`src/core/omc_pkg.sv`:
```
// package: constants and types of the operating mode controller
package omc_pkg;
	// mode state encodings (one-hot)
	typedef enum logic [5:0] {
		OMC_RUN   = 6'h01,
		OMC_BDM   = 6'h02,
		OMC_WAIT  = 6'h04,
		OMC_STOP3 = 6'h08,
		OMC_STOP2 = 6'h10,
		OMC_STOP1 = 6'h20
	} omc_mode_e;

	// register byte offsets
	localparam logic [7:0] OMC_CTRL_OFF = 8'h00;
	localparam logic [7:0] OMC_STAT_OFF = 8'h04;
	localparam logic [7:0] OMC_CMD_OFF  = 8'h08;
	localparam logic [7:0] OMC_VEC_OFF  = 8'h0c;

	// control register bit positions
	localparam int OMC_CTRL_STOP_ALLOW_BIT = 0;
	localparam int OMC_CTRL_DEBUG_KEEPALIVE_BIT = 1;
	localparam int OMC_CTRL_VOLTAGE_DETECT_ON  = 2;
	localparam int OMC_CTRL_VOLTAGE_DETECT_IN_STOP = 3;
	localparam int OMC_CTRL_PDC   = 4;
	localparam int OMC_CTRL_PARTIAL_POWERDOWN_SELECT  = 5;
	localparam int OMC_CTRL_ACK   = 6;
	localparam int OMC_CTRL_W     = 6;

	// debug command codes
	localparam logic [3:0] OMC_CMD_MEM    = 4'h1;
	localparam logic [3:0] OMC_CMD_MEMST  = 4'h2;
	localparam logic [3:0] OMC_CMD_DBGREG = 4'h3;
	localparam logic [3:0] OMC_CMD_BKGND  = 4'h4;
	localparam logic [3:0] OMC_CMD_CPUREG = 4'h5;
	localparam logic [3:0] OMC_CMD_TRACE  = 4'h6;
	localparam logic [3:0] OMC_CMD_GO     = 4'h7;

	// reset vector location
	localparam logic [15:0] OMC_RESET_VEC = 16'hfffe;

	// command answer codes
	localparam logic [1:0] OMC_ANS_ACC   = 2'h1;
	localparam logic [1:0] OMC_ANS_REJ   = 2'h2;
	localparam logic [1:0] OMC_ANS_STERR = 2'h3;
endpackage

```
`src/core/omc_top.sv`:
```
// file: operating mode controller with apb register slave
//
// Register access over APB and the register addresses were left to the implementer.
`timescale 1ns/1ns
module omc_top (
	input  wire logic        pclk,
	input  wire logic        presetn,
	input  wire logic        psel,
	input  wire logic        penable,
	input  wire logic        pwrite,
	input  wire logic [7:0]  paddr,
	input  wire logic [31:0] pwdata,
	output logic [31:0]      prdata,
	output logic             pready,
	output logic             pslverr,
	input  wire logic        por_pulse,
	input  wire logic        debug_force_reset,
	input  wire logic        debug_mode_select_pin,
	input  wire logic        wait_instr,
	input  wire logic        stop_instr,
	input  wire logic        enter_debug_instruction,
	input  wire logic        dbg_breakpoint,
	input  wire logic        brk_breakpoint,
	input  wire logic        irq_req,
	input  wire logic        reset_pin_req,
	input  wire logic        wake_rti,
	input  wire logic        wake_lvd,
	input  wire logic        wake_adc,
	input  wire logic        wake_irq,
	input  wire logic        wake_kbi,
	output logic             cpu_clk_en_ff,
	output logic             bus_clk_en_ff,
	output logic             debug_clk_en_ff,
	output logic             regulator_full_ff,
	output logic             io_latch_ff,
	output logic             illegal_op_reset_ff,
	output logic             clear_int_mask_ff,
	output logic             take_vector_ff,
	output logic [15:0]      vector_addr_ff,
	output logic [5:0]       mode_ff
);
	// ****************************************************************
	// state
	// ****************************************************************
	omc_pkg::omc_mode_e  state_ff;
	omc_pkg::omc_mode_e  nxt_state;
	logic [omc_pkg::OMC_CTRL_W-1:0] ctrl_ff;
	logic                partial_powerdown_flag_ff;
	logic [1:0]          answer_ff;
	logic [3:0]          last_cmd_ff;
	logic [5:0]          stop_sel_ff;
	logic                wr_en;
	logic                rd_en;
	logic                cmd_wr;
	logic [3:0]          cmd;
	logic                bkgnd_cmd;
	logic                bdm_ok;
	logic                rst_vec_ev;
	logic                int_vec_ev;
	logic [15:0]         vec_src;
	omc_pkg::omc_mode_e  nxt_mode;
	logic [5:0]          sel_now;

	assign wr_en  = psel & penable & pwrite;
	assign rd_en  = psel & penable & ~pwrite;
	assign cmd_wr = wr_en & (paddr == omc_pkg::OMC_CMD_OFF);
	assign cmd    = pwdata[3:0];
	assign bdm_ok = ctrl_ff[omc_pkg::OMC_CTRL_DEBUG_KEEPALIVE_BIT];
	assign bkgnd_cmd = cmd_wr & (cmd == omc_pkg::OMC_CMD_BKGND);

	// decide answer to a debug command in a given mode
	function automatic logic [1:0] cmd_answer(input omc_pkg::omc_mode_e m,
			input logic [3:0] c);
		logic nonintr;
		logic active;
		nonintr = (c == omc_pkg::OMC_CMD_MEM) ||
			(c == omc_pkg::OMC_CMD_MEMST) ||
			(c == omc_pkg::OMC_CMD_DBGREG) ||
			(c == omc_pkg::OMC_CMD_BKGND);
		active = (c == omc_pkg::OMC_CMD_CPUREG) ||
			(c == omc_pkg::OMC_CMD_TRACE) ||
			(c == omc_pkg::OMC_CMD_GO);
		cmd_answer = omc_pkg::OMC_ANS_REJ;
		if (m == omc_pkg::OMC_BDM) begin
			if (nonintr || active)
				cmd_answer = omc_pkg::OMC_ANS_ACC;
		end else if (m == omc_pkg::OMC_RUN) begin
			if (nonintr)
				cmd_answer = omc_pkg::OMC_ANS_ACC;
		end else if (c == omc_pkg::OMC_CMD_MEMST) begin
			cmd_answer = omc_pkg::OMC_ANS_STERR;
		end else if (c == omc_pkg::OMC_CMD_BKGND) begin
			cmd_answer = omc_pkg::OMC_ANS_ACC;
		end
	endfunction

	// stop mode choice from sampled selection bits
	function automatic omc_pkg::omc_mode_e stop_pick(input logic [5:0] s);
		stop_pick = omc_pkg::OMC_STOP3;
		if (!s[omc_pkg::OMC_CTRL_DEBUG_KEEPALIVE_BIT] &&
				!(s[omc_pkg::OMC_CTRL_VOLTAGE_DETECT_ON] &&
				s[omc_pkg::OMC_CTRL_VOLTAGE_DETECT_IN_STOP]) &&
				s[omc_pkg::OMC_CTRL_PDC])
			stop_pick = s[omc_pkg::OMC_CTRL_PARTIAL_POWERDOWN_SELECT] ?
				omc_pkg::OMC_STOP2 : omc_pkg::OMC_STOP1;
	endfunction

	// modes in which the bus clock and full regulation stay on
	function automatic logic awake(input omc_pkg::omc_mode_e m);
		awake = (m == omc_pkg::OMC_RUN) || (m == omc_pkg::OMC_BDM) ||
			(m == omc_pkg::OMC_WAIT);
	endfunction

	// offsets that hold a register
	function automatic logic mapped(input logic [7:0] a);
		mapped = (a == omc_pkg::OMC_CTRL_OFF) ||
			(a == omc_pkg::OMC_STAT_OFF) ||
			(a == omc_pkg::OMC_CMD_OFF) ||
			(a == omc_pkg::OMC_VEC_OFF);
	endfunction

	// ****************************************************************
	// mode sequencing
	// ****************************************************************
	always_comb begin
		nxt_state = state_ff;
		unique case (state_ff)
			omc_pkg::OMC_RUN: begin
				if (bdm_ok && (bkgnd_cmd || enter_debug_instruction ||
						dbg_breakpoint || brk_breakpoint))
					nxt_state = omc_pkg::OMC_BDM;
				else if (stop_instr && ctrl_ff[omc_pkg::OMC_CTRL_STOP_ALLOW_BIT])
					nxt_state = stop_pick(ctrl_ff[5:0]);
				else if (wait_instr)
					nxt_state = omc_pkg::OMC_WAIT;
			end
			omc_pkg::OMC_BDM: begin
				if (cmd_wr && cmd == omc_pkg::OMC_CMD_GO)
					nxt_state = omc_pkg::OMC_RUN;
			end
			omc_pkg::OMC_WAIT: begin
				if (bkgnd_cmd)
					nxt_state = omc_pkg::OMC_BDM;
				else if (irq_req)
					nxt_state = omc_pkg::OMC_RUN;
			end
			omc_pkg::OMC_STOP3: begin
				if (reset_pin_req || int_vec_ev)
					nxt_state = omc_pkg::OMC_RUN;
				else if (bkgnd_cmd && stop_sel_ff[omc_pkg::OMC_CTRL_DEBUG_KEEPALIVE_BIT])
					nxt_state = omc_pkg::OMC_BDM;
			end
			omc_pkg::OMC_STOP2,
			omc_pkg::OMC_STOP1: begin
				if (reset_pin_req || wake_rti)
					nxt_state = omc_pkg::OMC_RUN;
			end
		endcase
	end

	assign int_vec_ev = wake_rti | wake_lvd | wake_adc | wake_irq | wake_kbi;
	assign rst_vec_ev = (state_ff != omc_pkg::OMC_RUN) &&
		(state_ff != omc_pkg::OMC_BDM) && (state_ff != omc_pkg::OMC_WAIT) &&
		nxt_state == omc_pkg::OMC_RUN &&
		(reset_pin_req || state_ff != omc_pkg::OMC_STOP3);
	assign vec_src = rst_vec_ev ? omc_pkg::OMC_RESET_VEC :
		{10'h3ff, pwdata[5:0]};

	// power-on and debug-forced resets override the sequencer; the
	// mode mirror, clock and regulator outputs follow this value so they never lag the mode by a cycle
	always_comb begin
		nxt_mode = nxt_state;
		if (por_pulse || debug_force_reset)
			nxt_mode = (!debug_mode_select_pin || debug_force_reset) ?
				omc_pkg::OMC_BDM : omc_pkg::OMC_RUN;
	end

	always_ff @(posedge pclk or negedge presetn) begin
		if (!presetn)
			state_ff <= omc_pkg::OMC_RUN;
		else
			state_ff <= nxt_mode;
	end

	// selection bits captured as the stop instruction executes
	always_ff @(posedge pclk or negedge presetn) begin
		if (!presetn)
			stop_sel_ff <= 6'h00;
		else if (state_ff == omc_pkg::OMC_RUN && stop_instr)
			stop_sel_ff <= ctrl_ff[5:0];
	end

	// ****************************************************************
	// clock, regulator and retention outputs
	// ****************************************************************
	// selection bits in force for the mode being entered, so the
	// stop entry edge already uses the freshly sampled set
	assign sel_now = (state_ff == omc_pkg::OMC_RUN && stop_instr) ?
		ctrl_ff : stop_sel_ff;

	// mode mirror for the outside
	always_ff @(posedge pclk or negedge presetn) begin
		if (!presetn)
			mode_ff <= omc_pkg::OMC_RUN;
		else
			mode_ff <= nxt_mode;
	end

	// cpu clock runs in run mode only
	always_ff @(posedge pclk or negedge presetn) begin
		if (!presetn)
			cpu_clk_en_ff <= 1'b1;
		else
			cpu_clk_en_ff <= (nxt_mode == omc_pkg::OMC_RUN);
	end

	// bus clock halts in every stop mode; state is simply held
	always_ff @(posedge pclk or negedge presetn) begin
		if (!presetn)
			bus_clk_en_ff <= 1'b1;
		else
			bus_clk_en_ff <= awake(nxt_mode);
	end

	// debug logic keeps its clock in stop when debug was enabled
	always_ff @(posedge pclk or negedge presetn) begin
		if (!presetn)
			debug_clk_en_ff <= 1'b1;
		else
			debug_clk_en_ff <= awake(nxt_mode) ||
				sel_now[omc_pkg::OMC_CTRL_DEBUG_KEEPALIVE_BIT];
	end

	// regulator leaves full regulation only in a plain stop
	always_ff @(posedge pclk or negedge presetn) begin
		if (!presetn)
			regulator_full_ff <= 1'b1;
		else
			regulator_full_ff <= awake(nxt_mode) ||
				sel_now[omc_pkg::OMC_CTRL_DEBUG_KEEPALIVE_BIT] ||
				(sel_now[omc_pkg::OMC_CTRL_VOLTAGE_DETECT_ON] &&
				sel_now[omc_pkg::OMC_CTRL_VOLTAGE_DETECT_IN_STOP]);
	end

	// stop2 wake flag and io latch held until acknowledged
	always_ff @(posedge pclk or negedge presetn) begin
		if (!presetn) begin
			partial_powerdown_flag_ff     <= 1'b0;
			io_latch_ff <= 1'b0;
		end else if (state_ff == omc_pkg::OMC_STOP2 &&
				nxt_state == omc_pkg::OMC_RUN) begin
			partial_powerdown_flag_ff     <= 1'b1;
			io_latch_ff <= 1'b1;
		end else if (nxt_state == omc_pkg::OMC_STOP2) begin
			io_latch_ff <= 1'b1;
		end else if (wr_en && paddr == omc_pkg::OMC_CTRL_OFF &&
				pwdata[omc_pkg::OMC_CTRL_ACK]) begin
			partial_powerdown_flag_ff     <= 1'b0;
			io_latch_ff <= 1'b0;
		end
	end

	// ****************************************************************
	// cpu side events
	// ****************************************************************
	always_ff @(posedge pclk or negedge presetn) begin
		if (!presetn) begin
			illegal_op_reset_ff <= 1'b0;
			clear_int_mask_ff   <= 1'b0;
			take_vector_ff      <= 1'b0;
			vector_addr_ff      <= 16'h0000;
		end else begin
			illegal_op_reset_ff <= state_ff == omc_pkg::OMC_RUN &&
				stop_instr && !ctrl_ff[omc_pkg::OMC_CTRL_STOP_ALLOW_BIT];
			clear_int_mask_ff <= state_ff == omc_pkg::OMC_RUN &&
				nxt_state == omc_pkg::OMC_WAIT;
			take_vector_ff <= (state_ff != omc_pkg::OMC_RUN &&
				state_ff != omc_pkg::OMC_BDM &&
				nxt_state == omc_pkg::OMC_RUN) ||
				por_pulse;
			if (por_pulse || rst_vec_ev)
				vector_addr_ff <= omc_pkg::OMC_RESET_VEC;
			else if (nxt_state == omc_pkg::OMC_RUN &&
					state_ff != omc_pkg::OMC_RUN)
				vector_addr_ff <= vec_src;
		end
	end

	// ****************************************************************
	// apb registers
	// ****************************************************************
	always_ff @(posedge pclk or negedge presetn) begin
		if (!presetn)
			ctrl_ff <= '0;
		else if (wr_en && paddr == omc_pkg::OMC_CTRL_OFF)
			ctrl_ff <= pwdata[omc_pkg::OMC_CTRL_W-1:0];
	end

	always_ff @(posedge pclk or negedge presetn) begin
		if (!presetn) begin
			answer_ff   <= 2'h0;
			last_cmd_ff <= 4'h0;
		end else if (cmd_wr) begin
			answer_ff   <= cmd_answer(state_ff, cmd);
			last_cmd_ff <= cmd;
		end
	end

	// ready answers every setup cycle one clock later
	always_ff @(posedge pclk or negedge presetn) begin
		if (!presetn)
			pready <= 1'b0;
		else
			pready <= psel & ~penable;
	end

	// unmapped offsets answer with an error alongside ready
	always_ff @(posedge pclk or negedge presetn) begin
		if (!presetn)
			pslverr <= 1'b0;
		else
			pslverr <= psel & ~penable & ~mapped(paddr);
	end

	// read word captured in the setup cycle, shown with ready
	always_ff @(posedge pclk or negedge presetn) begin
		if (!presetn) begin
			prdata <= 32'h0;
		end else begin
			prdata <= 32'h0;
			if (psel && !penable) begin
				unique case (paddr)
					omc_pkg::OMC_CTRL_OFF: prdata <= {26'h0, ctrl_ff[5:0]};
					omc_pkg::OMC_STAT_OFF: prdata <= {25'h0, partial_powerdown_flag_ff,
						state_ff};
					omc_pkg::OMC_CMD_OFF: prdata <= {26'h0, answer_ff,
						last_cmd_ff};
					omc_pkg::OMC_VEC_OFF: prdata <= {16'h0, vector_addr_ff};
					default: prdata <= 32'h0;
				endcase
			end
		end
	end
endmodule

```
`config.mk`:
```
export PLATFORM = sky130hd
export DESIGN_NAME = omc_top
export DESIGN_NICKNAME = d
export VERILOG_FILES = /design/src/core/omc_pkg.sv /design/src/core/omc_top.sv
export SDC_FILE = /design/constraint.sdc
export NUM_CORES = 1
export LEC_CHECK = 0
export BUFFER_PORTS_ARGS = -buffer_cell sky130_fd_sc_hd__buf_2
export CAP_MARGIN = 20
export CORE_UTILIZATION = 48
export CTS_CLUSTER_SIZE = 12
export DETAILED_ROUTE_END_ITERATION = 16
export GPL_TIMING_DRIVEN = 0
export HOLD_SLACK_MARGIN = 0.15
export PLACE_DENSITY_LB_ADDON = 0.25
export SYNTH_ARGS = -nofsm -noshare
export SYNTH_HDL_FRONTEND = slang
export SYNTH_SLANG_ARGS = --single-unit
```
`constraint.sdc`:
```
create_clock -name pclk -period 2.32 [get_ports pclk]
set_input_delay 0.58 -clock pclk [delete_from_list [all_inputs] [get_ports pclk]]
set_output_delay 0.58 -clock pclk [all_outputs]
set_load 0.02 [all_outputs]
```
# After elaboration in Yosys (flattened, before gate mapping)
# Index checks and enable logic that the tools add are counted.
[totals] ff_bits=81 inputBits=60 elab_cells=144 output_inout_bits=64
[op_classes] bitwise_logic=12 n_reduce_logical=55 muxes=31 n_eq_ne=27
[op_table] cell="6-bit 2-to-1 mux" n=13
[op_table] cell="16-bit one-hot mux with 4 select lines" n=1
[op_table] cell="16-bit 2-to-1 mux" n=3
[op_table] cell="6-bit one-hot mux with 5 select lines" n=1
[op_table] cell="1-bit logical OR" n=23
[op_table] cell="1-bit logical AND" n=21
[op_table] cell="6-bit by 1-bit == test with 1-bit output (second input constant)" n=3
[op_table] cell="6-bit by 3-bit == test with 1-bit output (second input constant)" n=3
[op_table] cell="4-bit by 3-bit == test with 1-bit output (second input constant)" n=4
[op_table] cell="8-bit by 4-bit == test with 1-bit output (second input constant)" n=2
[op_table] cell="2-bit 2-to-1 mux" n=7
[op_table] cell="6-bit by 2-bit == test with 1-bit output (second input constant)" n=2
[op_table] cell="6-bit by 5-bit == test with 1-bit output (second input constant)" n=2
[op_table] cell="4-bit by 2-bit == test with 1-bit output (second input constant)" n=2
[op_table] cell="8-bit by 3-bit == test with 1-bit output (second input constant)" n=1
[op_table] cell="8-bit logical NOT" n=1
[op_table] cell="1-bit AND" n=6
[op_table] cell="6-bit by 4-bit == test with 1-bit output (second input constant)" n=1
[op_table] cell="6-bit == test (second input constant)" n=1
[op_table] cell="6-bit by 1-bit inequality test with 1-bit output (second input constant)" n=1
[op_table] cell="6-bit by 2-bit inequality test with 1-bit output (second input constant)" n=1
[op_table] cell="6-bit by 3-bit inequality test with 1-bit output (second input constant)" n=1
[op_table] cell="6-bit by 4-bit inequality test with 1-bit output (second input constant)" n=1
[op_table] cell="1-bit logical NOT" n=5
[op_table] cell="10 further kinds" n=19

# Depth between registers and ports, before layout
[logic_depth] word_depth=16 depth_mapped=9 ltp_nobuf=7

# Least setup slack after synthesis
# Ideal clock, no wire load.
[synth_timing] path_type="input-to-reg" startpoint="input paddr[2]" endpoint="register debug_clk_en_ff" required_time_ns=2.236 path_slack_ns=0.091 cell_stages=9 arrival_ns=2.146 setup_ns=0.084 path_buffers=2 path_cell_list="buf_6 -> and4b_4 -> nand4_4 -> or3_1 -> o211ai_2 -> buf_6 -> nor3b_2 -> mux2i_4 -> a21oi_2"
[synth_via] elab_chain_len=14 elab_cells_between_ends=22 classes_between="eq/ne (4); mux (7); bitwise (2); reduce/logical (9)"
[synth_rtl] item="from (decl)" line="omc_top.sv:11" rtl="input wire logic [7:0] paddr,"
[synth_rtl] item="8-bit by 4-bit == test with 1-bit output (*)" line="omc_top.sv:66" rtl="assign cmd_wr = wr_en & (paddr == omc_pkg::OMC_CMD_OFF);"
[synth_rtl] item="1-bit AND (*)" line="omc_top.sv:66"
[synth_rtl] item="1-bit AND" line="omc_top.sv:69" rtl="assign bkgnd_cmd = cmd_wr & (cmd == omc_pkg::OMC_CMD_BKGND);"
[synth_rtl] item="1-bit logical OR (2 in a row)" line="omc_top.sv:129" rtl="if (bdm_ok && (bkgnd_cmd || enter_debug_instruction ||"
[synth_rtl] item="1-bit logical OR" line="omc_top.sv:130" rtl="dbg_breakpoint || brk_breakpoint))"
[synth_rtl] item="1-bit logical AND" line="omc_top.sv:129"
[synth_rtl] item="6-bit 2-to-1 mux" line="omc_top.sv:129"
[synth_rtl] item="6-bit one-hot mux with 5 select lines (*)" line="omc_top.sv:127" rtl="unique case (state_ff)"
[synth_rtl] item="6-bit 2-to-1 mux (*)" line="omc_top.sv:173" rtl="if (por_pulse || debug_force_reset)"
[synth_rtl] item="6-bit by 1-bit == test with 1-bit output / 6-bit by 2-bit == test with 1-bit output (equally long branches)" line="omc_top.sv:110" rtl="awake = (m == omc_pkg::OMC_RUN) || (m == omc_pkg::OMC_BDM) ||"
[synth_rtl] item="1-bit logical OR" line="omc_top.sv:110"
[synth_rtl] item="1-bit logical OR (*)" line="omc_top.sv:110"
[synth_rtl] item="1-bit logical OR (*)" line="omc_top.sv:230" rtl="debug_clk_en_ff <= awake(nxt_mode) ||"
[synth_rtl] item="to (signal assigned)" line="omc_top.sv:230"
[synth_rtl] item="to (decl)" line="omc_top.sv:33" rtl="output logic debug_clk_en_ff,"
# Mark *: on every way between the ends. The rest lies on a longest branch, timed or not.
# A chain may end at the register's enable or synchronous reset.

==> results_dict.tcl <==
set metrics [dict create \
    yosys_warnings 0 \
    antenna_found_initial 0 \
    drtAntennaViolNets 0 \
    dr.first_iter.drc_count 126 \
    dp_cells 438 \
    clk_latency_ns 0.30 \
    setup_ws_ns 0.114 \
    maxCapViolCount 0 \
    yosys.cell_count.top_type "dfrtp_1" \
    nNetsFinal 440 \
    grt_pass1_vias 2224 \
    initial_core_util_pct 50.2 \
    p_leak_uw 0.00175 \
    rsz0062_at_grt "no" \
    synth_top_area_share_pct 37.8 \
    netlist_top_cells_count "dfrtp_1 (42), buf_4 (35), nand2_1 (24)" \
    cp-start-kind "flip-flop" \
    setup_violations 0 \
    synth_flop_cell "dfrtp_1" \
    ctsHoldBuffers 0 \
    maxSlewViolCount 0 \
    grt-ovfl-total 0 \
    worstPathRequired_ns 2.54 \
    fill_cells 496 \
    syn_inst 270 \
    setup.worst_path.end_class "flip-flop" \
    worstPathCellList "buf_2 -> xor2_1 -> o211ai_1 -> buf_4 -> nand2_1 -> a211o_1 -> o21ai_4 -> mux2i_4 -> a21oi_2" \
    port_buffers 81 \
    clock-root-buffer "clkbuf_8" \
    synth_edf_count 0 \
    grt.total_usage_pct 22.3 \
    register_area_mm2 0.00118 \
    multi_input_area_mm2 0.00137 \
    crit_buf_inv 2 \
    drive_above_1_share_pct 47.5 \
    grt_start_max_net_pins 48 \
    hold_viol_final 0 \
    fin_crit_ns 2.21 \
    synth_cell_types 62 \
    tightestPinTransition_ns 0.672 \
    critical_path_class "reg2reg" \
    rows 27 \
    cts_tree "built" \
    io-pin-count 124 \
    max_freq_ghz 0.453 \
    crit_fanout 9 \
    clk_pin_slew_ns 0.09 \
    die-height_um 78.2 \
    cp_slowest_stage_delay_ns 0.39 \
    place_ws_ns -0.259 \
    final_area_mm2 0.00359 \
    drcViolationCount 0 \
    num_antenna_cells 0 \
    syn_area_per_cell_um2 10.3 \
    cts_buffers 5 \
    cp_data_arrival_time_ns 2.43 \
    die-area_mm2 0.00611 \
    routabilityCongestion 0.867 \
    hold_class "in2async" \
    yosys_register_bits 47 \
    ys_async_sr_fraction_pct 100 \
    post_drt_via_cell_ratio 5.14 \
    fin_skew_ns 0.00788 \
    place_area_mm2 0.00334 \
    htree_levels 2 \
    worst_path_max_delay_cell "dfrtp_1" \
    syn2layout_area_growth_pct 29.0 \
    die_w_um 78.2 \
    cts_sinks 47 \
    p_total_uw 1840 \
    syn_area_mm2 0.00278 \
    crit_cells 9 \
    core_area_mm2 0.00554 \
    final_cells 453 \
    wl_um 6670 \
    worst_path_dominant_cell_family "compound AO/OA/AOI/OAI gates" \
    synth_area_leader_cell "dfrtp_1" \
    status "complete, no violations" \
    drt_first_pass_iters 5 \
    reg2reg_depth 9 \
    slew_headroom_pct 55.2 \
    clock_path_buffers 2 \
    ir_drop_mv 0.497 \
    vias 2330 \
    netlist_top_cells_area "dfrtp_1 (38%), buf_4 (9.4%), mux4_2 (4.9%)" \
    p_per_area_mw_per_mm2 511 \
    routedWlPerCell_um 14.7 \
    ys_seq_area_share_pct 42.5 \
    dpl.hpwl_um 4930 \
    finalCritPeriodShare_pct 95.1 \
    grt_pass1_wl_um 10400 \
]
-- cells in the final DEF, fill, tap and decap left out, types with 4 or more instances in the layout --
| cell type | instances |
|---|---|
| a21oi_1 | 10 |
| mux2i_1 | 6 |
| nor3_1 | 4 |
| mux4_2 | 6 |
| and3_1 | 6 |
| nand2_1 | 24 |
| conb_1 | 16 |
| buf_4 | 42 |
| buf_2 | 83 |
| nor2_1 | 20 |
| mux2_2 | 8 |
| o21ai_0 | 10 |
| inv_1 | 6 |
| nand3_1 | 6 |
| clkbuf_8 | 5 |
| dfstp_2 | 5 |
| dfrtp_1 | 42 |
| a21oi_2 | 4 |
| nand3b_1 | 5 |
-- metrics by stage --
stage	util, %	setup TNS [ns]	hold slack [ns]
after CTS	62.8	0	0.491
after global placement	60.2	-2.62	0.460
after floorplan	-	0	0.284
after global routing	64.8	0	0.299
final	64.8	0	0.268
after detailed placement	60.2	-3.10	0.467
-- power by group --
part           total, µW  internal [µW]  switching, µW
clock network        709            431            278
logic                278            118            160
registers            849            839           10.3
total               1840           1390            448
-- path summary, 6_finish.rpt --
path	startpoint	end	slack [ns]
hold reg to reg	answer_ff[0]	answer_ff[0]	0.49
setup / recovery	mode_ff[3]	bus_clk_en_ff	0.11
min in group pclk	answer_ff[0]	answer_ff[0]	0.49
hold / removal	presetn	vector_addr_ff[3]	0.27
setup reg to reg	mode_ff[3]	bus_clk_en_ff	0.11
max in group asynchronous	presetn	answer_ff[1]	1.53
-- cell families after synthesis --
group           after synthesis  synth area share (%)
simple gates                 99                  21.0
compound gates               50                  12.5
buf+inv                      50                  12.1
flops                        47                  42.5
mux                          21                  11.1
xor+xnor                      2                 0.629
other cells                   1                 0.135
-- sequential cells by signal (all words and copies together) (netlist names), 2 cells and up --
name,flops
stop_sel_ff,3
mode_ff,6
vector_addr_ff,7
last_cmd_ff,4
ctrl_ff,6
answer_ff,2
prdata,8
-- metal layers --
layer | wire length [µm] | up-vias | track usage [%]
met2 | 3360 | 82 | 38.9
met5 | 0 | - | 0
met4 | 100 | 0 | 7.59
met1 | 2890 | 1105 | 28.1
met3 | 314 | 9 | 3.26
li1 | - | 1134 | -
-- area by class of cell --
cell class / instances / share of cell area, %
Buffer: 44 / 8.89
Clock buffer: 6 / 2.02
Clock inverter: 2 / 1.67
Inverter: 6 / 0.627
Multi-Input combinational cell: 188 / 38.0
Sequential cell: 47 / 32.9
Tap cell: 72 / 2.51
Timing Repair Buffer: 88 / 13.3
-- repair_timing --
item / in CTS / in global routing
setup endpoints to repair: 8 / 14
cloned: 0 / 1
endpoints found under the hold margin: 0 / 0
pin swaps: 1 / 5
setup buffers: 0 / 5
resized for setup: 1 / 13
No activity file was read; power rests on OpenSTA's default activity.
